===== src/rtl/twim_pkg.sv =====
package twim_pkg;
   // ************************************************************
   // register map (byte addresses, one word each)
   // ************************************************************
   localparam logic [7:0] TWIM_ADDR_WDOG_CTRL  = 8'h00;
   localparam logic [7:0] TWIM_ADDR_IRQ_MASK   = 8'h04;
   localparam logic [7:0] TWIM_ADDR_TIMER_CTRL = 8'h08;
   localparam logic [7:0] TWIM_ADDR_TIMER      = 8'h0C;
   localparam logic [7:0] TWIM_ADDR_COMMAND    = 8'h10;
   localparam logic [7:0] TWIM_ADDR_STATUS     = 8'h14;
   localparam logic [7:0] TWIM_ADDR_WAKE_CTRL  = 8'h18;

   // ************************************************************
   // watchdog control field positions
   // ************************************************************
   localparam int TWIM_WD_ENABLE_BIT   = 7;
   localparam int TWIM_WD_EXT0_BIT     = 6;
   localparam int TWIM_WD_EXT1_BIT     = 5;
   localparam int TWIM_WD_PSC_EN_BIT   = 4;
   localparam int TWIM_WD_PSC_SEL_LSB  = 1;
   localparam int TWIM_WD_LVD_IE_BIT   = 0;

   // timer control: source, edge, prescale enable, select[2:0]
   localparam int TWIM_TC_SOURCE_BIT   = 5;
   localparam int TWIM_TC_EDGE_BIT     = 4;
   localparam int TWIM_TC_PSC_EN_BIT   = 3;
   localparam int TWIM_TC_PSC_SEL_LSB  = 0;

   // command bits (write one to execute)
   localparam int TWIM_CMD_WDOG_CLEAR  = 0;
   localparam int TWIM_CMD_SLEEP       = 1;
   localparam int TWIM_CMD_ENABLE_IRQ  = 2;
   localparam int TWIM_CMD_DISABLE_IRQ = 3;
   localparam int TWIM_CMD_CLEAR_TOF   = 4;
   localparam int TWIM_CMD_WAKE        = 5;

   // wake control bits
   localparam int TWIM_WK_PORT_BIT     = 0;
   localparam int TWIM_WK_ADC_BIT      = 1;
   localparam int TWIM_WK_CLKSEL_BIT   = 2;

   // ************************************************************
   // reset values
   // ************************************************************
   localparam logic [7:0] TWIM_WDOG_CTRL_RESET  = 8'h00;
   localparam logic [7:0] TWIM_IRQ_MASK_RESET   = 8'h00;
   localparam logic [7:0] TWIM_TIMER_CTRL_RESET = 8'h00;

   // ************************************************************
   // timing
   // ************************************************************
   localparam int TWIM_CLOCK_MHZ       = 250;
   localparam int TWIM_WDOG_PERIOD_US  = 18000;
   // watchdog time-out, unprescaled, in clock cycles
   localparam int TWIM_WDOG_CYCLES     = TWIM_WDOG_PERIOD_US * TWIM_CLOCK_MHZ;
   localparam int TWIM_SYNC_STAGES     = 3;
endpackage


===== src/rtl/twim_core.sv =====
// Decided for this implementation: the register offsets and the AHB-Lite slave port.
`timescale 1ns/1ps
// Overview of operation
// - watchdog control bit 7 stops watchdog at 0, runs it at 1
// - bit 6 selects external interrupt zero on pin2; 0 masks the path
// - port 5 read returns pin levels even in interrupt mode
// - bit 5 selects external interrupt one on pin3; 0 masks the path
// - watchdog prescale enable 0 gives 1:1, 1 uses select bits
// - watchdog select codes give ratio 1:2 up to 1:256, doubling
// - bit 0 lets low voltage flag raise interrupt
// - interrupt mask bits enable pwm c,b,a, adc, ext1, ext0, port, timer
// - global enable set by enable, cleared by disable instruction
// - two independent 8-bit prescalers for timer and watchdog
// - writing the timer clears the timer prescaler
// - watchdog clear or sleep clears watchdog and its prescaler
// - internal source without prescale increments timer each instruction cycle
// - instruction clock is oscillator divided by two or four
// - external source counts on chosen pin edge; levels last over one cycle
// - internal timer halts in sleep unless adc wake during conversion
// - watchdog runs during sleep and its time-out resets device
// - unprescaled watchdog period is about 18 ms
// - port 6 change wakes only if wake enable set before sleep
// - port change with mask set vectors if global enable, else continues
module twim_core
   import twim_pkg::*;
#(
   parameter int WDOG_CYCLES = TWIM_WDOG_CYCLES
)
(
   input  wire logic        clock,
   input  wire logic        rst,
   input  wire logic [31:0] haddr,
   input  wire logic [1:0]  htrans,
   input  wire logic        hwrite,
   input  wire logic [2:0]  hsize,
   input  wire logic [31:0] hwdata,
   input  wire logic        hsel,
   input  wire logic        hready,
   output logic [31:0]      hrdata,
   output logic             hreadyout,
   output logic             hresp,
   input  wire logic [7:0]  port5_pins,
   input  wire logic [7:0]  port6_pins,
   input  wire logic        timer_pin,
   input  wire logic [2:0]  pwm_flags,
   input  wire logic        adc_done_flag,
   input  wire logic        adc_busy,
   input  wire logic        low_voltage_flag,
   output logic             irq_request,
   output logic             vector_taken,
   output logic             wake_up,
   output logic             sleeping,
   output logic             watchdog_reset
);
   initial
   begin
      if (WDOG_CYCLES < 2) $error("twim_core: WDOG_CYCLES too small");
   end

   // ************************************************************
   // pin synchronisers
   // ************************************************************
   logic [7:0] p5_s1, p5_s2, p5_s3;
   logic [7:0] p6_s1, p6_s2, p6_s3;
   logic [2:0] tp_s;
   logic       tp_level;
   logic [7:0] p6_level;

   // three stages; a timer pin or port 6 change counts once stages two and three agree
   always_ff @(posedge clock)
   begin
      p5_s1 <= port5_pins;
      p5_s2 <= p5_s1;
      p5_s3 <= p5_s2;
      p6_s1 <= port6_pins;
      p6_s2 <= p6_s1;
      p6_s3 <= p6_s2;
      tp_s  <= {tp_s[1:0], timer_pin};
   end

   logic tp_change;
   assign tp_change = (tp_s[1] == tp_s[2]) && (tp_s[2] != tp_level);

   // filtered levels advance only on agreement
   always_ff @(posedge clock)
   begin
      if (rst)
      begin
         tp_level <= 1'b0;
         p6_level <= 8'h00;
      end
      else
      begin
         if (tp_change)
            tp_level <= tp_s[2];
         for (int i = 0; i < 8; i++)
            if (p6_s2[i] == p6_s3[i])
               p6_level[i] <= p6_s3[i];
      end
   end

   // ************************************************************
   // registers and bus decode
   // ************************************************************
   logic [7:0] watchdog_control;
   logic [7:0] interrupt_mask;
   logic [5:0] timer_control;
   logic [7:0] timer_count;
   logic [2:0] wake_control;
   logic       global_irq_enable;
   logic       timer_overflow_flag;
   logic       port_change_flag;
   logic       ext0_flag;
   logic       ext1_flag;
   logic       sleep_state;
   logic       wake_armed;

   logic       wr_pending;
   logic [7:0] wr_addr;
   logic       addr_phase;
   logic       wr_ctrl, wr_mask, wr_tctl, wr_timer, wr_cmd, wr_wake;
   logic [7:0] cmd;
   logic       cmd_wdclr, cmd_sleep, cmd_eni, cmd_disable_interrupts_instruction, cmd_clr_tof, cmd_wake;

   assign addr_phase  = hsel && hready && htrans[1];
   assign wr_ctrl     = wr_pending && (wr_addr == TWIM_ADDR_WDOG_CTRL);
   assign wr_mask     = wr_pending && (wr_addr == TWIM_ADDR_IRQ_MASK);
   assign wr_tctl     = wr_pending && (wr_addr == TWIM_ADDR_TIMER_CTRL);
   assign wr_timer    = wr_pending && (wr_addr == TWIM_ADDR_TIMER);
   assign wr_cmd      = wr_pending && (wr_addr == TWIM_ADDR_COMMAND);
   assign wr_wake     = wr_pending && (wr_addr == TWIM_ADDR_WAKE_CTRL);
   assign cmd         = wr_cmd ? hwdata[7:0] : 8'h00;
   assign cmd_wdclr   = cmd[TWIM_CMD_WDOG_CLEAR];
   assign cmd_sleep   = cmd[TWIM_CMD_SLEEP];
   assign cmd_eni     = cmd[TWIM_CMD_ENABLE_IRQ];
   assign cmd_disable_interrupts_instruction    = cmd[TWIM_CMD_DISABLE_IRQ];
   assign cmd_clr_tof = cmd[TWIM_CMD_CLEAR_TOF];
   assign cmd_wake    = cmd[TWIM_CMD_WAKE];

   // write data arrives one cycle after the address phase
   always_ff @(posedge clock)
   begin
      if (rst)
      begin
         wr_pending <= 1'b0;
         wr_addr    <= 8'h00;
      end
      else
      begin
         wr_pending <= addr_phase && hwrite;
         wr_addr    <= haddr[7:0];
      end
   end

   // read mux; port 5 level is visible whatever the pin mode
   logic [31:0] next_rdata;
   logic [7:0]  status_byte;
   assign status_byte = {1'b0, sleep_state, global_irq_enable, port_change_flag,
                         ext1_flag, ext0_flag, low_voltage_flag, timer_overflow_flag};
   always_comb
   begin
      next_rdata = 32'h0000_0000;
      unique case (haddr[7:0])
         TWIM_ADDR_WDOG_CTRL:  next_rdata = {24'h000000, watchdog_control};
         TWIM_ADDR_IRQ_MASK:   next_rdata = {24'h000000, interrupt_mask};
         TWIM_ADDR_TIMER_CTRL: next_rdata = {26'h0000000, timer_control};
         TWIM_ADDR_TIMER:      next_rdata = {24'h000000, timer_count};
         TWIM_ADDR_STATUS:     next_rdata = {16'h0000, p5_s3, status_byte};
         TWIM_ADDR_WAKE_CTRL:  next_rdata = {29'h00000000, wake_control};
         default:              next_rdata = 32'h0000_0000;
      endcase
   end

   // zero wait states, always okay
   always_ff @(posedge clock)
   begin
      if (rst)
         hrdata <= 32'h0000_0000;
      else if (addr_phase && !hwrite)
         hrdata <= next_rdata;
   end
   assign hreadyout = 1'b1;
   assign hresp     = 1'b0;

   // control registers; bit 7 enables watchdog at any time
   always_ff @(posedge clock)
   begin
      if (rst)
      begin
         watchdog_control <= TWIM_WDOG_CTRL_RESET;
         interrupt_mask   <= TWIM_IRQ_MASK_RESET;
         timer_control    <= TWIM_TIMER_CTRL_RESET[5:0];
         wake_control     <= 3'h0;
      end
      else
      begin
         if (wr_ctrl)
            watchdog_control <= hwdata[7:0];
         if (wr_mask)
            interrupt_mask <= hwdata[7:0];
         if (wr_tctl)
            timer_control <= hwdata[5:0];
         if (wr_wake)
            wake_control <= hwdata[2:0];
      end
   end

   // ************************************************************
   // instruction clock and prescalers
   // ************************************************************
   logic [1:0] osc_div;
   logic       instr_tick;
   logic       clk_by_four;
   assign clk_by_four = wake_control[TWIM_WK_CLKSEL_BIT];
   // one enable per instruction cycle: fosc/2 or fosc/4
   always_ff @(posedge clock)
   begin
      if (rst)
         osc_div <= 2'h0;
      else
         osc_div <= 2'(osc_div + 1'b1);
   end
   assign instr_tick = clk_by_four ? (osc_div == 2'h3) : osc_div[0];

   logic tc_edge_hit;
   logic tc_src_tick;
   logic tc_halted;
   logic tc_tick;
   logic adc_keep;
   logic wd_tick;
   logic wd_clear;

   // external edge: rising when edge bit 0, falling when 1
   assign tc_edge_hit = tp_change && (tp_s[2] != timer_control[TWIM_TC_EDGE_BIT]);
   assign tc_halted   = sleep_state && !adc_keep;
   assign tc_src_tick = timer_control[TWIM_TC_SOURCE_BIT] ? tc_edge_hit
                                                          : (instr_tick && !tc_halted);
   assign wd_clear    = cmd_wdclr || cmd_sleep;

   // separate counters so the two rates never interfere
   twim_prescaler #(.WIDTH(8)) timer_psc
   (
      .clock    (clock),
      .rst      (rst),
      .clear    (wr_timer),
      .tick     (tc_src_tick),
      .enable   (timer_control[TWIM_TC_PSC_EN_BIT]),
      .select   (timer_control[TWIM_TC_PSC_SEL_LSB +: 3]),
      .out_tick (tc_tick)
   );

   twim_prescaler #(.WIDTH(8)) wdog_psc
   (
      .clock    (clock),
      .rst      (rst),
      .clear    (wd_clear),
      .tick     (watchdog_control[TWIM_WD_ENABLE_BIT]),
      .enable   (watchdog_control[TWIM_WD_PSC_EN_BIT]),
      .select   (watchdog_control[TWIM_WD_PSC_SEL_LSB +: 3]),
      .out_tick (wd_tick)
   );

   // ************************************************************
   // timer/counter
   // ************************************************************
   logic timer_wrap;
   assign timer_wrap = tc_tick && (timer_count == 8'hFF);
   // bus write wins over an increment in the same cycle
   always_ff @(posedge clock)
   begin
      if (rst)
         timer_count <= 8'h00;
      else if (wr_timer)
         timer_count <= hwdata[7:0];
      else if (tc_tick)
         timer_count <= 8'(timer_count + 1'b1);
   end

   // ************************************************************
   // watchdog; the main clock stands in for its own oscillator
   // ************************************************************
   logic [31:0] wd_count;
   logic        wd_timeout;
   assign wd_timeout = wd_tick && (wd_count == 32'(WDOG_CYCLES - 1));
   always_ff @(posedge clock)
   begin
      if (rst || wd_clear || !watchdog_control[TWIM_WD_ENABLE_BIT])
         wd_count <= 32'h0000_0000;
      else if (wd_timeout)
         wd_count <= 32'h0000_0000;
      else if (wd_tick)
         wd_count <= 32'(wd_count + 1'b1);
   end

   // time-out pulses reset; counts also while sleeping
   always_ff @(posedge clock)
   begin
      if (rst)
         watchdog_reset <= 1'b0;
      else
         watchdog_reset <= wd_timeout;
   end

   // ************************************************************
   // interrupt flags, sleep and wake
   // ************************************************************
   logic [7:0] p6_seen;
   logic       p6_change;
   logic       ext0_fall, ext1_fall;
   logic [7:0] pending;
   logic       any_irq;
   logic       port_wake;
   assign p6_change = (p6_level != p6_seen);
   assign ext0_fall = watchdog_control[TWIM_WD_EXT0_BIT] && p5_s3[2] && !p5_s2[2];
   assign ext1_fall = watchdog_control[TWIM_WD_EXT1_BIT] && p5_s3[3] && !p5_s2[3];
   assign pending   = {pwm_flags, adc_done_flag, ext1_flag, ext0_flag,
                       port_change_flag, timer_overflow_flag} & interrupt_mask;
   assign any_irq   = (|pending) ||
                      (low_voltage_flag && watchdog_control[TWIM_WD_LVD_IE_BIT]);
   assign port_wake = sleep_state && wake_armed && p6_change;

   // set beats clear for every hardware flag
   always_ff @(posedge clock)
   begin
      if (rst)
      begin
         timer_overflow_flag <= 1'b0;
         port_change_flag    <= 1'b0;
         ext0_flag           <= 1'b0;
         ext1_flag           <= 1'b0;
         p6_seen             <= 8'h00;
      end
      else
      begin
         p6_seen <= p6_level;
         if (timer_wrap)
            timer_overflow_flag <= 1'b1;
         else if (cmd_clr_tof || wr_timer)
            timer_overflow_flag <= 1'b0;
         if (p6_change)
            port_change_flag <= 1'b1;
         else if (cmd_clr_tof)
            port_change_flag <= 1'b0;
         if (ext0_fall)
            ext0_flag <= 1'b1;
         else if (cmd_clr_tof)
            ext0_flag <= 1'b0;
         if (ext1_fall)
            ext1_flag <= 1'b1;
         else if (cmd_clr_tof)
            ext1_flag <= 1'b0;
      end
   end

   // global enable; the enable instruction wins if both are written
   always_ff @(posedge clock)
   begin
      if (rst)
         global_irq_enable <= 1'b0;
      else if (cmd_eni)
         global_irq_enable <= 1'b1;
      else if (cmd_disable_interrupts_instruction)
         global_irq_enable <= 1'b0;
   end

   // wake enable is captured at sleep entry, so later writes do not arm it
   always_ff @(posedge clock)
   begin
      if (rst)
      begin
         sleep_state <= 1'b0;
         wake_armed  <= 1'b0;
         adc_keep    <= 1'b0;
      end
      else if (cmd_sleep)
      begin
         sleep_state <= 1'b1;
         wake_armed  <= wake_control[TWIM_WK_PORT_BIT];
         adc_keep    <= adc_busy && wake_control[TWIM_WK_ADC_BIT];
      end
      else if (port_wake || cmd_wake || wd_timeout)
      begin
         sleep_state <= 1'b0;
         wake_armed  <= 1'b0;
         adc_keep    <= 1'b0;
      end
   end

   // outputs registered; vector only with global enable, else continue
   always_ff @(posedge clock)
   begin
      if (rst)
      begin
         irq_request  <= 1'b0;
         vector_taken <= 1'b0;
         wake_up      <= 1'b0;
         sleeping     <= 1'b0;
      end
      else
      begin
         irq_request  <= any_irq && global_irq_enable;
         vector_taken <= port_change_flag && interrupt_mask[1] && global_irq_enable;
         wake_up      <= port_wake;
         sleeping     <= sleep_state;
      end
   end
endmodule // twim_core


===== src/rtl/twim_prescaler.sv =====
`timescale 1ns/1ps
// 8-bit prescaler: ratio 2^(sel+1) when enabled, 1:1 when not
module twim_prescaler
   import twim_pkg::*;
#(
   parameter int WIDTH = 8
)
(
   input  wire logic       clock,
   input  wire logic       rst,
   input  wire logic       clear,
   input  wire logic       tick,
   input  wire logic       enable,
   input  wire logic [2:0] select,
   output logic            out_tick
);
   initial
   begin
      if (WIDTH != 8) $error("twim_prescaler supports WIDTH 8 only");
   end

   logic [WIDTH-1:0] count;
   logic [WIDTH-1:0] next_count;
   logic [WIDTH-1:0] top;
   logic             wrap;

   // terminal count is ratio minus one
   assign top        = WIDTH'((9'h002 << select) - 9'h001);
   assign wrap       = tick && (count == top);
   assign next_count = wrap ? '0 : WIDTH'(count + 1'b1);
   assign out_tick   = enable ? wrap : tick;

   // clear wins over counting so a restart is always clean
   always_ff @(posedge clock)
   begin
      if (rst || clear)
         count <= '0;
      else if (tick && enable)
         count <= next_count;
   end
endmodule // twim_prescaler


===== config.mk =====
export PLATFORM = sky130hd
export DESIGN_NAME = twim_core
export DESIGN_NICKNAME = d
export VERILOG_FILES = /design/src/rtl/twim_pkg.sv /design/src/rtl/twim_core.sv /design/src/rtl/twim_prescaler.sv
export SDC_FILE = /design/constraint.sdc
export NUM_CORES = 1
export LEC_CHECK = 0
export BUFFER_PORTS_ARGS = -buffer_cell sky130_fd_sc_hd__buf_2
export CORE_UTILIZATION = 29
export DETAILED_ROUTE_END_ITERATION = 7
export GPL_TIMING_DRIVEN = 0
export PLACE_DENSITY_LB_ADDON = 0.15
export SLEW_MARGIN = 20
export SYNTH_ARGS = -nofsm -noshare
export SYNTH_HDL_FRONTEND = slang
export SYNTH_SLANG_ARGS = --single-unit

===== constraint.sdc =====
create_clock -name clock -period 2.3 [get_ports clock]
set_input_delay 0.23 -clock clock [delete_from_list [all_inputs] [get_ports clock]]
set_output_delay 0.23 -clock clock [all_outputs]
set_load 0.01 [all_outputs]

Word level (Yosys, flattened, before mapping)
Cells that the tools add are included.
{ "classes": {"add_sub_neg": 7, "eq_ne": 27, "n_shift": 2, "n_mux": 22, "bitwise": 1, "n_reduce_logical": 56} }
{ "ops": {"columns": ["op", "count"], "rows": [
  ["$pmux W16 S6", 1],
  ["$add A32 B1 Y32 const B", 1],
  ["$eq A32 B23 Y1 const B", 1],
  ["$eq A8 B4 Y1 const B", 4],
  ["$eq A8 B5 Y1 const B", 4],
  ["$mux W8", 4],
  ["$logic_and A1 B1 Y1", 31],
  ["$add A8 B1 Y8 const B", 3],
  ["$eq A8 B3 Y1 const B", 2],
  ["$eq A8 B8 Y1", 2],
  ["$logic_not A8 Y1", 2],
  ["$mux W1", 16],
  ["$shl A2 B3 Y8 const A", 2],
  ["$sub A8 B1 Y8 const B", 2],
  ["$reduce_bool A2 Y1", 7],
  ["$eq A1 B1 Y1", 9],
  ["$and A8 B8 Y8", 1],
  ["$eq A8 B8 Y1 const B", 1],
  ["$logic_or A1 B1 Y1", 8],
  ["$ne A8 B8 Y1", 1],
  ["$reduce_or A8 Y1", 1],
  ["$logic_not A1 Y1", 6],
  ["$mux W6", 1],
  ["$add A2 B1 Y2 const B", 1],
  ["3 further kinds", 4]
]} }
{ "totals": {"regBits": 205, "in_bits": 97} }

Depth between registers and ports, before layout
{ "depth": {"depth_word": 9, "ltp_mapped": 9, "mapped_depth_nobuf": 8} }

Hierarchy
Synthesis repeated with hierarchy kept, for this count alone.
{ "unflattened": {"hier_cells": 813, "area_unflattened_um2": 7644.8} }
{ "modules_own_cells": {"columns": ["module", "n_inst", "cells_per_inst", "area_each_um2", "seq_area_each_um2"], "rows": [
  ["twim_core", 1, 655, 6421.2, 3463.3],
  ["twim_prescaler", 2, 79, 611.8, 160.2]
]} }

Worst setup path before layout
No wires, ideal clock.
{ "synth_path": {"path_kind": "flip-flop to flip-flop", "start": "reg watchdog_control[1]", "end": "reg wd_count[17]", "arrival_ps": 2214, "required_time_ps": 2230, "slack_ps": 17, "stages_incl_launch_ff": 10, "period_less_slack_ps": 2283, "cell_sequence": "dfxtp_1 buf_6 or3b_1 a21oi_1 o21ai_1 a221oi_4 o21ai_2 buf_6 or4_1 a21oi_1"} }
{ "synth_via": {"elab_chain_len": 7} }
{ "synth_lines": {"columns": ["item", "line", "rtl"], "rows": [
  ["start, declared", "twim_core.sv:105", "logic [7:0] watchdog_control;"],
  ["start signal, assigned", "twim_core.sv:198", "watchdog_control <= hwdata[7:0];"],
  ["$shl A2 B3 Y8 *", "twim_prescaler.sv:28", "assign top = WIDTH'((9'h002 << select) - 9'h001);"],
  ["$sub A8 B1 Y8 *", "twim_prescaler.sv:28", null],
  ["$eq A8 B8 Y1 *", "twim_prescaler.sv:29", "assign wrap = tick && (count == top);"],
  ["$logic_and A1 B1 Y1 *", "twim_prescaler.sv:29", null],
  ["$mux W1 *", "twim_prescaler.sv:31", "assign out_tick = enable ? wrap : tick;"],
  ["$logic_and A1 B1 Y1", "twim_core.sv:284", "assign wd_timeout = wd_tick && (wd_count == 32'(WDOG_CYCLES - 1));"],
  ["$reduce_or A2 Y1 (no source line)", null, null],
  ["end signal, assigned", "twim_core.sv:292", "wd_count <= 32'(wd_count + 1'b1);"],
  ["end, declared", "twim_core.sv:282", "logic [31:0] wd_count;"]
]} }
Every way passes the cells marked *; elsewhere a longest branch is shown, timed or not.
A chain may end at the register's enable or synchronous reset.

Worst setup path after layout
Ends and elaborated chain as after synthesis.

==> impl_metrics.env <==
export IMPL_firstDrtPassIters=5
export IMPL_antenna_found_initial=0
export IMPL_drt_iter0_drc=323
export IMPL_cts_tree="yes"
export IMPL_cp_data_required_time_ns=2.68
export IMPL_final_area_um2=9500
export IMPL_cts_made_buffers=17
export IMPL_synthFlopType="dfxtp_1"
export IMPL_use_met3_pct=2.80
export IMPL_rsz0062_at_grt="yes"
export IMPL_port_buffers=65
export IMPL_ys_ff_latch=189
export IMPL_failed_checks="negative setup slack"
export IMPL_detailed_place_area_um2=8300
export IMPL_crit_family="compound AO/OA/AOI/OAI gates"
export IMPL_htree_levels=4
export IMPL_gp_congestion=0.800
export IMPL_utilization_pct=37.6
export IMPL_worstSetupStartpointType="register"
export IMPL_dieHeight_um=163
export IMPL_netlist_area_leader_share_pct=50.5
export IMPL_areaGrowthSynthToFinish_pct=26.7
export IMPL_syn_area_per_cell_um2=9.23
export IMPL_num_rows=58
export IMPL_grt_pass1_vias=5661
export IMPL_period_minus_slack_ns=2.41
export IMPL_drv_slew=0
export IMPL_crit_chain="or3b_1, a21oi_2, o21ai_2, a221oi_4, buf_6, buf_6, o21ai_4, buf_6, or4_4, a21oi_2"
export IMPL_routedWlPerCell_um=14.9
export IMPL_grtUsageTotal_pct=15.0
export IMPL_grt_start_max_net_pins=21
export IMPL_die_w_um=163
export IMPL_wl_mm=19.2
export IMPL_dieArea_um2=26500
export IMPL_coreArea_um2=25300
export IMPL_finalClockSkew_ns=0.0154
export IMPL_leakagePower_uw=0.00353
export IMPL_final_cell_mix="dfxtp_1, nand2_1, nor2_1, buf_2, a21oi_1"
export IMPL_drc=0
export IMPL_yosysWarnings=0
export IMPL_tightestPinTransition_ns=0.768
export IMPL_multi_input_area_um2=3670
export IMPL_setup_violations=11
export IMPL_synth_edf_count=0
export IMPL_finalSetupTns_ns=-0.589
export IMPL_grt_pass1_wl_mm=30.7
export IMPL_worst_path_buf_inv=3
export IMPL_ios=136
export IMPL_viasPerCell=4.66
export IMPL_ys_async_sr_fraction_pct=0
export IMPL_max_stage_delay_ns=0.41
export IMPL_syn_area_um2=7500
export IMPL_synth_area_leader_cell="dfxtp_1"
export IMPL_grt_most_used_layer="met2"
export IMPL_hold_slack_ns=0.0188
export IMPL_grt_overflow=0
export IMPL_placed_cells=1223
export IMPL_setup_ws_ns=-0.105
export IMPL_stdcell_count=1286
export IMPL_ir_drop_uv=363
export IMPL_synthCells=812
export IMPL_ys_types=59
export IMPL_n_antenna_cell=0
export IMPL_clockBufferDepth=2
export IMPL_cp_end_kind="register"
export IMPL_worstSetupPathType="register to register"
export IMPL_drt_antenna_violating_nets=0
export IMPL_via_count=5996
export IMPL_synth_area_leaders="dfxtp_1, nand2_1, a21oi_1"
export IMPL_seq_area_frac_synth_pct=50.5
export IMPL_path_max_fanout=7
export IMPL_insertion_delay_ns=0.44
export IMPL_layout_cells_most_common="dfxtp_1"
export IMPL_arrival_ns=2.78
export IMPL_met1_usage_pct=21.1
export IMPL_crit_top_cell="buf_6"
export IMPL_cts_root_buf="clkbuf_16"
export IMPL_hold_path_class="input port to register"
export IMPL_max_slew_margin_rel_pct=48.6
export IMPL_start_util_pct=29.7
export IMPL_critPathSlowestCell="or4_4"
export IMPL_hold_viol_final=0
export IMPL_fill_cells=2589
export IMPL_cap_viol_max_count=0
export IMPL_finalCritPeriodShare_pct=105
export IMPL_fmax_mhz=416
export IMPL_grt_util_met2_pct=23.1
export IMPL_final_layout_size_suffix_gt1_share_pct=20.3
export IMPL_seq_area_um2=3790
export IMPL_nets=1045
export IMPL_path_clk_slew_ns=0.08
export IMPL_hpwl_mm=13.5
export IMPL_power_density_nw_per_um2=702
export IMPL_status="complete, but fails checks"
export IMPL_cts_sinks=189
## cell families (layout without fill, tap and decap cells)
group,count (synthesis),count (layout),share of synthesized area [%]
AOI/OAI and AO/OA,152,152,12.8
xor gates and xnor gates,46,46,5.37
adders and majority gates,5,5,0.834
buffers and inverters,66,194,4.56
DFF,189,189,50.5
muxes,20,20,3.72
other,2,18,0.100
and+or+nand+nor,332,332,22.2
## per-stage QoR
step                      power (µW)  setup slack (ns)
after floorplan                 3610            0.0165
after global placement          3730            -0.461
after detailed placement        3730            -0.431
after CTS                       6750           -0.0344
after global routing            6930            -0.200
final                           6670            -0.105
## cell type report
class / instances / share of cell area (%)
Inverter: 10 / 0.395
Tap cell: 330 / 4.35
Buffer: 52 / 3.49
Sequential cell: 189 / 39.9
Timing Repair Buffer: 100 / 6.98
Clock buffer: 18 / 4.52
Clock inverter: 14 / 1.66
Multi-Input combinational cell: 573 / 38.7
## path summary, 6_finish.rpt
kind                                    startpoint                         to  slack (ns)  depth (start not counted)
hold reg to reg                   p6_s1[6]$_DFF_P_           p6_s2[6]$_DFF_P_        0.33                          0
setup reg to reg  watchdog_control[1]$_SDFFE_PP0P_  wd_count[17]$_SDFFE_PP0P_       -0.11                         10
hold / removal                            haddr[0]      wr_addr[0]$_SDFF_PP0_        0.02                          2
setup / recovery  watchdog_control[1]$_SDFFE_PP0P_  wd_count[17]$_SDFFE_PP0P_       -0.11                         10
## routing by layer
metal / up-vias / part of all wire (%)
li1: 3076 / -
met1: 2822 / 50
met2: 89 / 45
met3: 9 / 3.8
met4: 0 / 0.92
met5: - / 0
## flip-flops by register name, summed over array words and instances, names as in the netlist, 8 cells and up
signal            count
p6_s1                 8
p6_s2                 8
timer_psc.count       8
p6_seen               8
timer_count           8
p5_s1                 8
interrupt_mask        8
wr_addr               8
wd_count             32
p6_level              8
hrdata               16
p6_s3                 8
wdog_psc.count        8
p5_s3                 8
p5_s2                 8
watchdog_control      8
## power by group
part	internal [µW]	switching (µW)
sequential	3350	44.9
combinational	127	151
clock	1480	1520
## synth_stat cells (all sizes together), types with 3 or more instances
| master | n |
|---|---|
| a211oi | 8 |
| a21oi | 68 |
| a221oi | 6 |
| a22oi | 4 |
| and2 | 5 |
| and3 | 13 |
| buf | 30 |
| clkbuf | 26 |
| dfxtp | 189 |
| ha | 5 |
| inv | 10 |
| mux2 | 3 |
| mux2i | 11 |
| mux4 | 6 |
| nand2 | 91 |
| nand2b | 4 |
| nand3 | 31 |
| nand3b | 4 |
| nand4 | 12 |
| nor2 | 79 |
| nor2b | 25 |
| nor3 | 15 |
| nor3b | 10 |
| nor4 | 9 |
| o2111ai | 12 |
| o211ai | 3 |
| o21ai | 30 |
| o31ai | 6 |
| or2 | 4 |
| or3 | 17 |
| or4 | 4 |
| xnor2 | 21 |
| xor2 | 25 |
## repair_timing
action,4_1_cts,5_1_grt
hold buffers,18,0
gates cloned,1,0
setup endpoints to repair,43,46
pin swaps,15,20
resized for setup,25,59
setup buffers,10,6
endpoints found under the hold margin,18,0
Note: power is estimated with default switching activity, not from simulation.
